==> config.mk <==
export PLATFORM = sky130hd
export DESIGN_NAME = hwbrk_channels
export DESIGN_NICKNAME = d
export VERILOG_FILES = /design/src/common/hwbrk_pkg.sv /design/src/design/hwbrk_channels.sv
export SDC_FILE = /design/constraint.sdc
export NUM_CORES = 2
export LEC_CHECK = 0
export BUFFER_PORTS_ARGS = -buffer_cell sky130_fd_sc_hd__buf_2
export CAP_MARGIN = 20
export CORE_UTILIZATION = 35
export DETAILED_ROUTE_END_ITERATION = 10
export GPL_ROUTABILITY_DRIVEN = 0
export PLACE_DENSITY = 0.52
export SYNTH_ARGS = -nofsm -noshare
export SYNTH_HDL_FRONTEND = slang
export SYNTH_SLANG_ARGS = --single-unit
==> constraint.sdc <==
create_clock -name clk_sys -period 5.9 [get_ports clk_sys]
set_clock_uncertainty 0.15 [all_clocks]
set_input_delay 0.59 -clock clk_sys [delete_from_list [all_inputs] [get_ports clk_sys]]
set_output_delay 0.59 -clock clk_sys [all_outputs]
set_load 0.02 [all_outputs]
==> src/common/hwbrk_pkg.sv <==
package hwbrk_pkg;
	localparam int NUM_IB = 8;
	localparam int NUM_DB = 4;
	// drseg offsets, per-channel stride 0x100
	localparam logic [15:0] CH_STRIDE = 16'h0100;
	localparam logic [15:0] IB_BASE = 16'h1100;
	localparam logic [15:0] IB_ADDR_OFS = 16'h1100;
	localparam logic [15:0] IB_MASK_OFS = 16'h1108;
	localparam logic [15:0] IB_SPACE_OFS = 16'h1110;
	localparam logic [15:0] IB_CTRL_OFS = 16'h1118;
	localparam logic [15:0] IB_CCTRL_OFS = 16'h1120;
	localparam logic [15:0] IB_SKIP_OFS = 16'h1128;
	localparam logic [15:0] IB_STATUS_OFS = 16'h1000;
	localparam logic [15:0] DB_STATUS_OFS = 16'h2000;
	localparam logic [15:0] DB_BASE = 16'h2100;
	localparam logic [15:0] DB_ADDR_OFS = 16'h2100;
	localparam logic [15:0] DB_MASK_OFS = 16'h2108;
	localparam logic [15:0] DB_SPACE_OFS = 16'h2110;
	localparam logic [15:0] DB_CTRL_OFS = 16'h2118;
	localparam logic [15:0] DB_VALUE_OFS = 16'h2120;
	localparam logic [15:0] DB_CCTRL_OFS = 16'h2128;
	localparam logic [15:0] DB_SKIP_OFS = 16'h2130;
	localparam logic [15:0] LOAD_CAPTURE_OFS = 16'h2FF0;
	// control field positions
	localparam int CTL_SPACE_USE = 23;
	localparam int CTL_RANGE_SUP = 6;
	localparam int CTL_EXCL = 5;
	localparam int CTL_RANGE = 4;
	localparam int CTL_TRIG = 2;
	localparam int CTL_BRK = 0;
	localparam logic [31:0] IB_CTRL_WMASK = 32'h0080_0035;
	localparam logic [31:0] DB_CTRL_WMASK = 32'h0080_0007;
	localparam int CC_ARM_HI = 11;
	localparam int CC_ARM_LO = 10;
	localparam int CC_CHAIN = 9;
	localparam int CC_PARTNER_LO = 5;
	localparam int CC_QUAL = 4;
	localparam int ST_SPACE_SUP = 30;
	localparam int ST_COUNT_LO = 24;
	localparam logic [3:0] IB_COUNT = 4'h8;
	localparam logic [3:0] DB_COUNT = 4'h4;
	localparam logic [31:0] RANGE_SUP_PRESET = 32'h0000_0040;
	localparam int IB_SKIP_W = 8;
	localparam int DB_SKIP_W = 16;

	typedef struct packed {
		logic valid;
		logic [31:0] addr;
		logic [7:0] space_id;
	} hwbrk_fetch_t;

	typedef struct packed {
		logic valid;
		logic is_load;
		logic [31:0] addr;
		logic [7:0] space_id;
		logic [31:0] data;
	} hwbrk_access_t;

	typedef struct packed {
		logic wr;
		logic rd;
		logic [15:0] addr;
		logic [31:0] wdata;
	} hwbrk_reg_req_t;
endpackage

==> src/design/hwbrk_channels.sv <==
`timescale 1ns/1ps
// What this block does
// - control bit 23 adds space-id compare
// - control bit 6 reads preset range support
// - bit 5 picks inside/outside range
// - bit 4 picks mask-equality or range match
// - bit 2 makes match a triggerpoint
// - bit 0 makes match a breakpoint
// - reserved bits except data control bit 1 read zero, writes ignored
// - complex bits 13:12 read zero
// - arm code 11:10, 00 bypasses arming
// - complex bit 9 lets channel arm others
// - bits 8:5 read partner data channel
// - complex bit 4 needs partner data hit
// - 8-bit instruction, 16-bit data skip counter counts matches to zero
// - nonzero skip load marks actions imprecise
// - data registers at base plus 0x100 per channel
// - status 27:24 reports that status register's channel count, 8 instruction or 4 data
// - status bit 30 reports space-id support
// - data hit flags set by match, cleared writing zero
// - mask bit one drops address bit from compare
// - data space-id is eight bits, rest zero
// - data control bit 23 adds space-id compare
// - instruction hit only when break or trigger enabled
// - enabled data break raises debug exception
module hwbrk_channels (
	input wire logic clk_sys,
	input wire logic nrst,
	input wire hwbrk_pkg::hwbrk_reg_req_t reg_req,
	output logic [31:0] reg_rdata,
	output logic reg_ack,
	input wire hwbrk_pkg::hwbrk_fetch_t fetch,
	input wire hwbrk_pkg::hwbrk_access_t access,
	output logic debug_exc,
	output logic trigger_out,
	output logic action_imprecise
);
	import hwbrk_pkg::*;

	logic [31:0] ib_addr_r [NUM_IB];
	logic [31:0] ib_mask_r [NUM_IB];
	logic [7:0] ib_space_r [NUM_IB];
	logic [31:0] ib_ctrl_r [NUM_IB];
	logic [31:0] ib_cc_r [NUM_IB];
	logic [IB_SKIP_W-1:0] ib_skip_r [NUM_IB];
	logic [NUM_IB-1:0] ib_hit_r;
	logic [NUM_IB-1:0] ib_imprecise_r;
	logic [31:0] db_addr_r [NUM_DB];
	logic [31:0] db_mask_r [NUM_DB];
	logic [7:0] db_space_r [NUM_DB];
	logic [31:0] db_ctrl_r [NUM_DB];
	logic [31:0] db_value_r [NUM_DB];
	logic [31:0] db_cc_r [NUM_DB];
	logic [DB_SKIP_W-1:0] db_skip_r [NUM_DB];
	logic [NUM_DB-1:0] db_hit_r;
	logic [NUM_DB-1:0] db_imprecise_r;
	logic [31:0] load_capture_r;
	logic [NUM_IB-1:0] ib_armed_r;
	logic [NUM_DB-1:0] db_armed_r;

	logic [NUM_IB-1:0] ib_raw;
	logic [NUM_IB-1:0] ib_fire;
	logic [NUM_IB-1:0] ib_count;
	logic [NUM_DB-1:0] db_raw;
	logic [NUM_DB-1:0] db_fire;
	logic [NUM_DB-1:0] db_count;
	logic [NUM_DB-1:0] db_precise_fire;
	logic [31:0] rdata_nxt;

	// equality-with-mask or range compare, optionally excluding the range
	function automatic logic addr_match(input logic [31:0] a, input logic [31:0] base,
			input logic [31:0] mask, input logic use_range, input logic excl);
		logic in_range;
		logic hit;
		in_range = (a & ~mask) == (base & ~mask);
		if (use_range) begin
			hit = in_range ^ excl;
		end else begin
			hit = in_range;
		end
		return hit;
	endfunction

	function automatic logic [1:0] partner_of(input int n);
		return 2'(n / 2);
	endfunction

	// arming source: code 1 picks the partner data channel, 2 the next and 3 the previous instruction channel
	function automatic logic armed_ok(input logic [1:0] code, input logic [NUM_IB-1:0] ib_src,
			input logic [NUM_DB-1:0] db_src, input int n);
		logic ok;
		case (code)
			2'h0: ok = 1'b1;
			2'h1: ok = db_src[partner_of(n)];
			2'h2: ok = ib_src[(n + 1) % NUM_IB];
			default: ok = ib_src[(n + NUM_IB - 1) % NUM_IB];
		endcase
		return ok;
	endfunction

	function automatic logic is_wr(input hwbrk_reg_req_t q, input logic [15:0] ofs, input int n);
		return q.wr && q.addr == 16'(ofs + 16'(n) * CH_STRIDE);
	endfunction

	// chain sources: channels flagged for chaining that matched
	logic [NUM_IB-1:0] ib_chain_src;
	logic [NUM_DB-1:0] db_chain_src;

	always_comb begin
		for (int n = 0; n < NUM_DB; n++) begin
			db_raw[n] = access.valid
				&& addr_match(access.addr, db_addr_r[n], db_mask_r[n], 1'b0, 1'b0)
				&& (!db_ctrl_r[n][CTL_SPACE_USE] || access.space_id == db_space_r[n]);
			db_chain_src[n] = db_raw[n] && db_cc_r[n][CC_CHAIN];
			db_count[n] = db_raw[n] && (db_ctrl_r[n][CTL_BRK] || db_ctrl_r[n][CTL_TRIG])
				&& armed_ok(db_cc_r[n][CC_ARM_HI:CC_ARM_LO], ib_armed_r, db_armed_r, n);
			db_fire[n] = db_count[n] && db_skip_r[n] == '0;
			// only precise firings may overwrite the captured load value
			db_precise_fire[n] = db_fire[n] && !db_imprecise_r[n];
		end
		for (int n = 0; n < NUM_IB; n++) begin
			ib_raw[n] = fetch.valid
				&& addr_match(fetch.addr, ib_addr_r[n], ib_mask_r[n], ib_ctrl_r[n][CTL_RANGE],
					ib_ctrl_r[n][CTL_EXCL])
				&& (!ib_ctrl_r[n][CTL_SPACE_USE] || fetch.space_id == ib_space_r[n]);
			ib_chain_src[n] = ib_raw[n] && ib_cc_r[n][CC_CHAIN];
			ib_count[n] = ib_raw[n] && (ib_ctrl_r[n][CTL_BRK] || ib_ctrl_r[n][CTL_TRIG])
				&& (!ib_cc_r[n][CC_QUAL] || db_raw[partner_of(n)])
				&& armed_ok(ib_cc_r[n][CC_ARM_HI:CC_ARM_LO], ib_armed_r, db_armed_r, n);
			ib_fire[n] = ib_count[n] && ib_skip_r[n] == '0;
		end
	end

	// arming is sticky once the source has matched; cleared by reset only
	always_ff @(posedge clk_sys or negedge nrst) begin
		if (!nrst) begin
			ib_armed_r <= '0;
		end else begin
			ib_armed_r <= ib_armed_r | ib_chain_src;
		end
	end

	// data arming kept apart so each source set has its own process
	always_ff @(posedge clk_sys or negedge nrst) begin
		if (!nrst) begin
			db_armed_r <= '0;
		end else begin
			db_armed_r <= db_armed_r | db_chain_src;
		end
	end

	// instruction channel registers
	always_ff @(posedge clk_sys or negedge nrst) begin
		if (!nrst) begin
			for (int n = 0; n < NUM_IB; n++) begin
				ib_addr_r[n] <= '0;
				ib_mask_r[n] <= '0;
				ib_space_r[n] <= '0;
				ib_ctrl_r[n] <= '0;
				ib_cc_r[n] <= '0;
				ib_skip_r[n] <= '0;
			end
			ib_imprecise_r <= '0;
		end else begin
			for (int n = 0; n < NUM_IB; n++) begin
				if (is_wr(reg_req, IB_ADDR_OFS, n)) begin
					ib_addr_r[n] <= reg_req.wdata;
				end
				if (is_wr(reg_req, IB_MASK_OFS, n)) begin
					ib_mask_r[n] <= reg_req.wdata;
				end
				if (is_wr(reg_req, IB_SPACE_OFS, n)) begin
					ib_space_r[n] <= reg_req.wdata[7:0];
				end
				if (is_wr(reg_req, IB_CTRL_OFS, n)) begin
					ib_ctrl_r[n] <= reg_req.wdata & IB_CTRL_WMASK;
				end
				if (is_wr(reg_req, IB_CCTRL_OFS, n)) begin
					ib_cc_r[n] <= '0;
					ib_cc_r[n][CC_ARM_HI:CC_ARM_LO] <= reg_req.wdata[CC_ARM_HI:CC_ARM_LO];
					ib_cc_r[n][CC_CHAIN] <= reg_req.wdata[CC_CHAIN];
					ib_cc_r[n][CC_QUAL] <= reg_req.wdata[CC_QUAL];
				end
				// a software write wins over a same-cycle decrement
				if (is_wr(reg_req, IB_SKIP_OFS, n)) begin
					ib_skip_r[n] <= reg_req.wdata[IB_SKIP_W-1:0];
					ib_imprecise_r[n] <= reg_req.wdata[IB_SKIP_W-1:0] != '0;
				end else if (ib_count[n] && ib_skip_r[n] != '0) begin
					ib_skip_r[n] <= ib_skip_r[n] - 1'b1;
				end
			end
		end
	end

	// data channel registers
	always_ff @(posedge clk_sys or negedge nrst) begin
		if (!nrst) begin
			for (int n = 0; n < NUM_DB; n++) begin
				db_addr_r[n] <= '0;
				db_mask_r[n] <= '0;
				db_space_r[n] <= '0;
				db_ctrl_r[n] <= '0;
				db_value_r[n] <= '0;
				db_cc_r[n] <= '0;
				db_skip_r[n] <= '0;
			end
			db_imprecise_r <= '0;
		end else begin
			for (int n = 0; n < NUM_DB; n++) begin
				if (is_wr(reg_req, DB_ADDR_OFS, n)) begin
					db_addr_r[n] <= reg_req.wdata;
				end
				if (is_wr(reg_req, DB_MASK_OFS, n)) begin
					db_mask_r[n] <= reg_req.wdata;
				end
				if (is_wr(reg_req, DB_SPACE_OFS, n)) begin
					db_space_r[n] <= reg_req.wdata[7:0];
				end
				if (is_wr(reg_req, DB_CTRL_OFS, n)) begin
					db_ctrl_r[n] <= reg_req.wdata & DB_CTRL_WMASK;
				end
				if (is_wr(reg_req, DB_VALUE_OFS, n)) begin
					db_value_r[n] <= reg_req.wdata;
				end
				if (is_wr(reg_req, DB_CCTRL_OFS, n)) begin
					db_cc_r[n] <= '0;
					db_cc_r[n][CC_ARM_HI:CC_ARM_LO] <= reg_req.wdata[CC_ARM_HI:CC_ARM_LO];
					db_cc_r[n][CC_CHAIN] <= reg_req.wdata[CC_CHAIN];
				end
				if (is_wr(reg_req, DB_SKIP_OFS, n)) begin
					db_skip_r[n] <= reg_req.wdata[DB_SKIP_W-1:0];
					db_imprecise_r[n] <= reg_req.wdata[DB_SKIP_W-1:0] != '0;
				end else if (db_count[n] && db_skip_r[n] != '0) begin
					db_skip_r[n] <= db_skip_r[n] - 1'b1;
				end
			end
		end
	end

	// hit flags: a match in the clearing cycle keeps the flag set
	always_ff @(posedge clk_sys or negedge nrst) begin
		if (!nrst) begin
			ib_hit_r <= '0;
		end else if (reg_req.wr && reg_req.addr == IB_STATUS_OFS) begin
			ib_hit_r <= (ib_hit_r & reg_req.wdata[NUM_IB-1:0]) | ib_fire;
		end else begin
			ib_hit_r <= ib_hit_r | ib_fire;
		end
	end

	// writing one to a flag leaves it alone; only zero clears
	always_ff @(posedge clk_sys or negedge nrst) begin
		if (!nrst) begin
			db_hit_r <= '0;
		end else if (reg_req.wr && reg_req.addr == DB_STATUS_OFS) begin
			db_hit_r <= (db_hit_r & reg_req.wdata[NUM_DB-1:0]) | db_fire;
		end else begin
			db_hit_r <= db_hit_r | db_fire;
		end
	end

	// load value seen by a firing data break, for software to replay
	always_ff @(posedge clk_sys or negedge nrst) begin
		if (!nrst) begin
			load_capture_r <= '0;
		end else if (access.is_load && |db_precise_fire) begin
			load_capture_r <= access.data;
		end
	end

	// read mux
	always_comb begin
		rdata_nxt = '0;
		if (reg_req.addr == IB_STATUS_OFS) begin
			rdata_nxt[ST_SPACE_SUP] = 1'b1;
			rdata_nxt[ST_COUNT_LO +: 4] = IB_COUNT;
			rdata_nxt[NUM_IB-1:0] = ib_hit_r;
		end
		if (reg_req.addr == DB_STATUS_OFS) begin
			rdata_nxt[ST_SPACE_SUP] = 1'b1;
			rdata_nxt[ST_COUNT_LO +: 4] = DB_COUNT;
			rdata_nxt[NUM_DB-1:0] = db_hit_r;
		end
		if (reg_req.addr == LOAD_CAPTURE_OFS) begin
			rdata_nxt = load_capture_r;
		end
		for (int n = 0; n < NUM_IB; n++) begin
			if (reg_req.addr == 16'(IB_ADDR_OFS + 16'(n) * CH_STRIDE)) begin
				rdata_nxt = ib_addr_r[n];
			end
			if (reg_req.addr == 16'(IB_MASK_OFS + 16'(n) * CH_STRIDE)) begin
				rdata_nxt = ib_mask_r[n];
			end
			if (reg_req.addr == 16'(IB_SPACE_OFS + 16'(n) * CH_STRIDE)) begin
				rdata_nxt = {24'h000000, ib_space_r[n]};
			end
			if (reg_req.addr == 16'(IB_CTRL_OFS + 16'(n) * CH_STRIDE)) begin
				rdata_nxt = ib_ctrl_r[n] | RANGE_SUP_PRESET;
			end
			if (reg_req.addr == 16'(IB_CCTRL_OFS + 16'(n) * CH_STRIDE)) begin
				rdata_nxt = ib_cc_r[n];
				rdata_nxt[CC_PARTNER_LO +: 4] = {2'b00, partner_of(n)};
			end
			if (reg_req.addr == 16'(IB_SKIP_OFS + 16'(n) * CH_STRIDE)) begin
				rdata_nxt = {24'h000000, ib_skip_r[n]};
			end
		end
		for (int n = 0; n < NUM_DB; n++) begin
			if (reg_req.addr == 16'(DB_ADDR_OFS + 16'(n) * CH_STRIDE)) begin
				rdata_nxt = db_addr_r[n];
			end
			if (reg_req.addr == 16'(DB_MASK_OFS + 16'(n) * CH_STRIDE)) begin
				rdata_nxt = db_mask_r[n];
			end
			if (reg_req.addr == 16'(DB_SPACE_OFS + 16'(n) * CH_STRIDE)) begin
				rdata_nxt = {24'h000000, db_space_r[n]};
			end
			if (reg_req.addr == 16'(DB_CTRL_OFS + 16'(n) * CH_STRIDE)) begin
				rdata_nxt = db_ctrl_r[n];
			end
			// value register is stored only; no value compare is built
			if (reg_req.addr == 16'(DB_VALUE_OFS + 16'(n) * CH_STRIDE)) begin
				rdata_nxt = db_value_r[n];
			end
			if (reg_req.addr == 16'(DB_CCTRL_OFS + 16'(n) * CH_STRIDE)) begin
				rdata_nxt = db_cc_r[n];
			end
			if (reg_req.addr == 16'(DB_SKIP_OFS + 16'(n) * CH_STRIDE)) begin
				rdata_nxt = {16'h0000, db_skip_r[n]};
			end
		end
	end

	// outputs registered; actions appear one cycle after the match
	always_ff @(posedge clk_sys or negedge nrst) begin
		if (!nrst) begin
			reg_rdata <= '0;
			reg_ack <= 1'b0;
			debug_exc <= 1'b0;
			trigger_out <= 1'b0;
			action_imprecise <= 1'b0;
		end else begin
			reg_rdata <= reg_req.rd ? rdata_nxt : '0;
			reg_ack <= reg_req.rd || reg_req.wr;
			debug_exc <= |(ib_fire & brk_bits_ib()) || |(db_fire & brk_bits_db());
			trigger_out <= |(ib_fire & trg_bits_ib()) || |(db_fire & trg_bits_db());
			action_imprecise <= |(ib_fire & ib_imprecise_r) || |(db_fire & db_imprecise_r);
		end
	end

	// gather the per-channel enable bits into vectors for the action or
	function automatic logic [NUM_IB-1:0] brk_bits_ib();
		for (int n = 0; n < NUM_IB; n++) begin
			brk_bits_ib[n] = ib_ctrl_r[n][CTL_BRK];
		end
	endfunction
	function automatic logic [NUM_IB-1:0] trg_bits_ib();
		for (int n = 0; n < NUM_IB; n++) begin
			trg_bits_ib[n] = ib_ctrl_r[n][CTL_TRIG];
		end
	endfunction
	function automatic logic [NUM_DB-1:0] brk_bits_db();
		for (int n = 0; n < NUM_DB; n++) begin
			brk_bits_db[n] = db_ctrl_r[n][CTL_BRK];
		end
	endfunction
	function automatic logic [NUM_DB-1:0] trg_bits_db();
		for (int n = 0; n < NUM_DB; n++) begin
			trg_bits_db[n] = db_ctrl_r[n][CTL_TRIG];
		end
	endfunction
endmodule

-- Word level (Yosys, flattened, before mapping)
Index checks and enable logic that the tools add are counted.
Widths: inputs -> output; s select.
- output and inout bits: 36
- word-level logic and storage cells: 717
- register bits after elaboration: 1324
- input bits: 167
- add/subtract/negate cells: 12
- multiplexer cells: 130
- equal/unequal tests: 127
- reduce and logical (&&, ||, !) cells: 292
- bitwise logic cells: 58
- operators by type and width (operator ; count):
    $mux 32 ; 78
    $eq 16x13->1 const B ; 49
    $and 32x32->32 ; 24
    $eq 16x14->1 const B ; 30
    $eq 32x32->1 ; 12
    $not 32->32 ; 12
    $logic_and 1x1->1 ; 175
    $mux 8 ; 18
    $mux 16 ; 8
    $eq 8x8->1 ; 12
    $reduce_bool 16->1 ; 5
    $reduce_bool 8->1 ; 9
    $logic_not 16->1 ; 4
    $logic_not 8->1 ; 8
    $sub 16x1->16 const B ; 4
    $sub 8x1->8 const B ; 8
    $logic_or 1x1->1 ; 36
    $pmux 1 s3 ; 12
    $and 8x8->8 ; 4
    $eq 2x1->1 const B ; 12
    $eq 2x2->1 const B ; 12
    $logic_not 1->1 ; 24
    $logic_not 2->1 ; 12
    $or 8x8->8 ; 3
    other kinds (8) ; 48

-- Longest topological paths before layout
- depth in word-level cells: 81
- gate-level depth with buffers: 17
- depth with buffers taken out: 12

-- Worst setup path before layout
OpenSTA, ideal clock, no wires.
- path type: input-to-reg
- start: input reg_req[36] (netlist bit)
- end: register reg_rdata[1]
- library setup time: 127 ps
- stages: 15
- data required time: 5623 ps
- data arrival time: 3373 ps
- buffers on the path: 4
- slack: 2250 ps
- path through: buf_2 > or4_1 > buf_2 > buf_6 > buf_6 > nor3_4 > nand3_4 > o22ai_2 > nor4b_2 > a211oi_2 > nor3_1 > a211oi_1 > o2111ai_1 > a221oi_2 > o21ai_1
- cells in the longest elaborated chain, start to end: 81
- elaborated cells between the ends (all ways): 159
- those cells by class: eq/ne (79); mux (80)
- ends and longest elaborated chain (item ; line ; RTL):
    from (decl) ; hwbrk_channels.sv:29 ; input wire hwbrk_pkg::hwbrk_reg_req_t reg_req,
    $eq 16x13->1 ; hwbrk_channels.sv:274 ; if (reg_req.addr == IB_STATUS_OFS) begin
    $mux 8 ; hwbrk_channels.sv:274 ;
    $mux 4 ; hwbrk_channels.sv:279 ; if (reg_req.addr == DB_STATUS_OFS) begin
    $mux 32 ; hwbrk_channels.sv:284 ; if (reg_req.addr == LOAD_CAPTURE_OFS) begin
    $mux 32 ; hwbrk_channels.sv:288 ; if (reg_req.addr == 16'(IB_ADDR_OFS + 16'(n) * CH_STRIDE)) begin
    $mux 32 ; hwbrk_channels.sv:291 ; if (reg_req.addr == 16'(IB_MASK_OFS + 16'(n) * CH_STRIDE)) begin
    $mux 32 ; hwbrk_channels.sv:294 ; if (reg_req.addr == 16'(IB_SPACE_OFS + 16'(n) * CH_STRIDE)) begin
    $mux 32 ; hwbrk_channels.sv:297 ; if (reg_req.addr == 16'(IB_CTRL_OFS + 16'(n) * CH_STRIDE)) begin
    [65 not listed] ; -- ;
    $mux 32 ; hwbrk_channels.sv:309 ; if (reg_req.addr == 16'(DB_ADDR_OFS + 16'(n) * CH_STRIDE)) begin
    $mux 32 ; hwbrk_channels.sv:312 ; if (reg_req.addr == 16'(DB_MASK_OFS + 16'(n) * CH_STRIDE)) begin
    $mux 32 ; hwbrk_channels.sv:315 ; if (reg_req.addr == 16'(DB_SPACE_OFS + 16'(n) * CH_STRIDE)) begin
    $mux 32 ; hwbrk_channels.sv:318 ; if (reg_req.addr == 16'(DB_CTRL_OFS + 16'(n) * CH_STRIDE)) begin
    $mux 32 ; hwbrk_channels.sv:322 ; if (reg_req.addr == 16'(DB_VALUE_OFS + 16'(n) * CH_STRIDE)) begin
    $mux 32 ; hwbrk_channels.sv:325 ; if (reg_req.addr == 16'(DB_CCTRL_OFS + 16'(n) * CH_STRIDE)) begin
    $mux 32 * ; hwbrk_channels.sv:328 ; if (reg_req.addr == 16'(DB_SKIP_OFS + 16'(n) * CH_STRIDE)) begin
    $mux 32 * ; hwbrk_channels.sv:343 ; reg_rdata <= reg_req.rd ? rdata_nxt : '0;
    to (signal assigned) ; hwbrk_channels.sv:343 ;
    to (decl) ; hwbrk_channels.sv:30 ; output logic [31:0] reg_rdata,
Mark *: on every way between the ends. The rest lies on a longest branch, timed or not.
A chain may end at the register's enable or synchronous reset.

-- Final worst setup path
- start: input reg_req[40] (netlist bit)
- end: register reg_rdata[7]
- cells in the longest elaborated chain, start to end: 80
- elaborated cells between the ends (all ways): 157
- those cells by class: eq/ne (78); mux (79)
- ends and longest elaborated chain (item ; line ; RTL):
    $eq 16x13->1 ; hwbrk_channels.sv:274 ;
    $mux 8 ; hwbrk_channels.sv:274 ;
    $mux 32 ; hwbrk_channels.sv:284 ;
    $mux 32 ; hwbrk_channels.sv:288 ;
    $mux 32 ; hwbrk_channels.sv:291 ;
    $mux 32 ; hwbrk_channels.sv:294 ;
    $mux 32 ; hwbrk_channels.sv:297 ;
    $mux 32 ; hwbrk_channels.sv:300 ; if (reg_req.addr == 16'(IB_CCTRL_OFS + 16'(n) * CH_STRIDE)) begin
    [64 not listed] ; -- ;
    $mux 32 ; hwbrk_channels.sv:309 ;
    $mux 32 ; hwbrk_channels.sv:312 ;
    $mux 32 ; hwbrk_channels.sv:315 ;
    $mux 32 ; hwbrk_channels.sv:318 ;
    $mux 32 ; hwbrk_channels.sv:322 ;
    $mux 32 ; hwbrk_channels.sv:325 ;
    $mux 32 * ; hwbrk_channels.sv:328 ;
    $mux 32 * ; hwbrk_channels.sv:343 ;
Marks and branches as above.

==> results.json <==
{
  "ir_worst_vdd_mv": 0.301,
  "via_per_inst": 6.45,
  "leakagePower_nw": 36.2,
  "period_minus_slack_ps": 5260,
  "wirelength_mm": 341,
  "worstPathArrival_ps": 5770,
  "grt.overflow.total": 0,
  "cp_slowest_cell": "a211oi_1",
  "clockBufferDepth": 3,
  "cts_buffers": 154,
  "path_cells": "buf_2, and2_0, nand2_1, nor2_1, nand2_1, nor2_1, nor2_1, a211oi_1, or4bb_1, o221ai_1, o21ai_1",
  "status": "complete, no violations",
  "cp.buffers_inverters": 1,
  "layout_commonest_cell": "dfrtp_1",
  "place_hpwl_mm": 253,
  "layout-drive-gt1-share": 0.288,
  "cpPeakStageDelay_ps": 960,
  "nNetsFinal": 6704,
  "h-tree-depth": 4,
  "dr.pass1.iters": 11,
  "worst_slew_pin_slew_ps": 1370,
  "final.period_utilization": 0.892,
  "async_reset_ff_frac": 1.00,
  "antenna_left": 0,
  "post_cts_resized": 0,
  "post_cts_buffers": 0,
  "wire_per_inst_um": 36.7,
  "grt_pass1_vias": 57700,
  "seq_area_sq_um": 33100,
  "ys_types": 98,
  "worstHoldPathType": "input port to flip-flop",
  "synth_area_sq_um": 70000,
  "num_vias": 60000,
  "grt_max_degree": 160,
  "path_common_cell": "nor2_1",
  "synthFlopType": "dfrtp_1",
  "fin_util": 0.404,
  "max_clock_freq_mhz": 190,
  "start_util": 0.354,
  "layout_common_cells": "1,324 x dfrtp_1, 1,135 x mux2_2, 565 x xnor2_1, 419 x nand2_1, 373 x nor2_1",
  "synth_edf_count": 0,
  "synth_cells": 6413,
  "critical_path_class": "input port to flip-flop",
  "antenna_found_initial": 41,
  "worst_setup_path_end_kind": "flip-flop",
  "crit_family": "simple AND/OR/NAND/NOR gates",
  "ys_seq_area_frac": 0.473,
  "cp_max_fo": 23,
  "drtIter0Drc": 9588,
  "die_x_um": 449,
  "cts_sinks": 1324,
  "powerDensity_nw_per_um2": 250,
  "slew_violations": 0,
  "maxCapViolCount": 0,
  "nFillCells": 19200,
  "rsz0062_at_grt": "false",
  "worst_setup_path_start_kind": "input port",
  "synth_seq_cells": 1324,
  "drc": 0,
  "core_sq_um": 198000,
  "grt_pass1_wl_mm": 469,
  "syn2layout_area_growth_pct": 14.3,
  "rows": 163,
  "tritoncts": "built",
  "finalSetupTns_ps": 0,
  "clkTransAtPathRegs_ps": 60,
  "hold_viol_final": 0,
  "cp.required_ps": 6410,
  "groute.usage.overall": 0.328,
  "syn_avg_cell_area_sq_um": 10.9,
  "ioPinCount": 203,
  "port_buffers": 202,
  "insertion_delay_ps": 840,
  "synth_nets": 6592,
  "setup_violations": 0,
  "die_y_um": 449,
  "synth-warning-count": 0,
  "clockRootBuffer": "clkbuf_16",
  "die-area_sq_um": 202000,
  "multi_input_area_sq_um": 34900,
  "relSlewSlack": 0.0784
}
==> worst min-delay path: cells and delay by family <==
family / cells / cell delay, ps
buf+inv: 1 / 210
simple gates: 2 / 180
==> what timing repair did <==
item                       4_1_cts  5_1_grt
hold buffers                    34        0
setup endpoints to repair        0        0
hold endpoints to repair       131        0
==> stage by stage <==
step                      area (sq um)  cells  setup slack [ps]  power, mW  hold WS (ps)
after floorplan                  70000   6413              2250       9.71           144
after global placement           74500   8975               425       10.3           319
after detailed placement         74500   8975               474       10.3           327
after CTS                        80000   9282              1310       20.1          44.2
after global routing             80000   9288               967       20.5          78.4
final                            80000   9297               637       20.0          84.8
==> final timing paths <==
path | start | endpoint | slack (ps) | cells past startpoint
max in group asynchronous | nrst | db_value_r[16] | 3800 | 3
min reg2reg | ib_imprecise_r[3] | ib_imprecise_r[3] | 340 | 2
max | reg_req[40] | reg_rdata[7] | 640 | 11
max reg2reg | db_addr_r[2] | ib_skip_r[7] | 1210 | 13
min in group asynchronous | nrst | reg_rdata[3] | 250 | 2
min | reg_req[49] | db_skip_r[23] | 80 | 3
==> logic make-up after synthesis <==
| logic type | synth area share |
|---|---|
| XOR/XNOR | 0.0747 |
| buffers and inverters | 0.0331 |
| AND/OR/NAND/NOR | 0.101 |
| AO/OA/AOI/OAI | 0.131 |
| multiplexers | 0.185 |
| flip-flops | 0.473 |
| adder cells (fa/ha/maj) | 0.00214 |
==> state kept, by name (all words and copies together), names as in the netlist, 12 cells and up <==
signal / count
load_capture_r: 32
ib_ctrl_r: 40
db_cc_r: 12
db_ctrl_r: 16
ib_skip_r: 64
db_addr_r: 128
ib_addr_r: 256
ib_cc_r: 32
ib_space_r: 64
db_space_r: 32
ib_mask_r: 256
db_mask_r: 128
db_skip_r: 64
reg_rdata: 32
db_value_r: 128
==> area by class of cell <==
cell class | instances | area share
flip-flops and latches | 1324 | 0.414
clock buffers | 223 | 0.0559
repair buffers | 466 | 0.0417
well taps | 2640 | 0.0413
multi-input cells | 4515 | 0.436
inverters | 64 | 0.00300
diodes | 15 | 0.000469
clock inverters | 50 | 0.00797
==> synthesized netlist by cell type (12+ instances only) <==
| cell type | instances | area share |
|---|---|---|
| nand4_1 | 93 | 0.0083 |
| xnor2_1 | 565 | 0.071 |
| and3_1 | 24 | 0.0021 |
| o22ai_1 | 221 | 0.020 |
| a22o_1 | 36 | 0.0045 |
| o221ai_1 | 31 | 0.0039 |
| buf_1 | 112 | 0.0060 |
| buf_2 | 92 | 0.0066 |
| nor4_1 | 89 | 0.0079 |
| a22oi_1 | 95 | 0.010 |
| xor2_1 | 32 | 0.0040 |
| nor2_1 | 383 | 0.021 |
| nor4_2 | 13 | 0.0023 |
| or4_1 | 16 | 0.0017 |
| a221oi_1 | 128 | 0.016 |
| clkbuf_1 | 296 | 0.016 |
| mux2i_1 | 19 | 0.0027 |
| a222oi_1 | 56 | 0.0080 |
| o211ai_1 | 45 | 0.0048 |
| a21o_1 | 16 | 0.0017 |
| or3_1 | 41 | 0.0037 |
| a21oi_1 | 221 | 0.016 |
| a221o_1 | 21 | 0.0030 |
| a211oi_1 | 58 | 0.0062 |
| a31oi_1 | 21 | 0.0019 |
| o2111ai_1 | 30 | 0.0038 |
| ha_1 | 12 | 0.0021 |
| nand2b_1 | 15 | 0.0013 |
| nand3_1 | 97 | 0.0069 |
| o32ai_1 | 18 | 0.0023 |
| inv_1 | 64 | 0.0034 |
| nand2_1 | 434 | 0.023 |
| dfrtp_1 | 1324 | 0.47 |
| o21ai_0 | 220 | 0.016 |
| nor3_1 | 112 | 0.0080 |
| a2111oi_0 | 28 | 0.0035 |
| mux2_2 | 1135 | 0.18 |
==> layer usage <==
layer / share of wire / global-route usage
met1: 0.38 / 0.418
met2: 0.43 / 0.486
met3: 0.11 / 0.0931
met4: 0.079 / 0.210
met5: 0.0015 / 0.00971
==> where the power goes <==
part	switching [mW]	internal (mW)	total (mW)
logic	0.854	0.256	1.11
registers	0.00961	9.09	9.10
clock network	4.15	5.68	9.83
No activity file was read; power rests on OpenSTA's default activity.
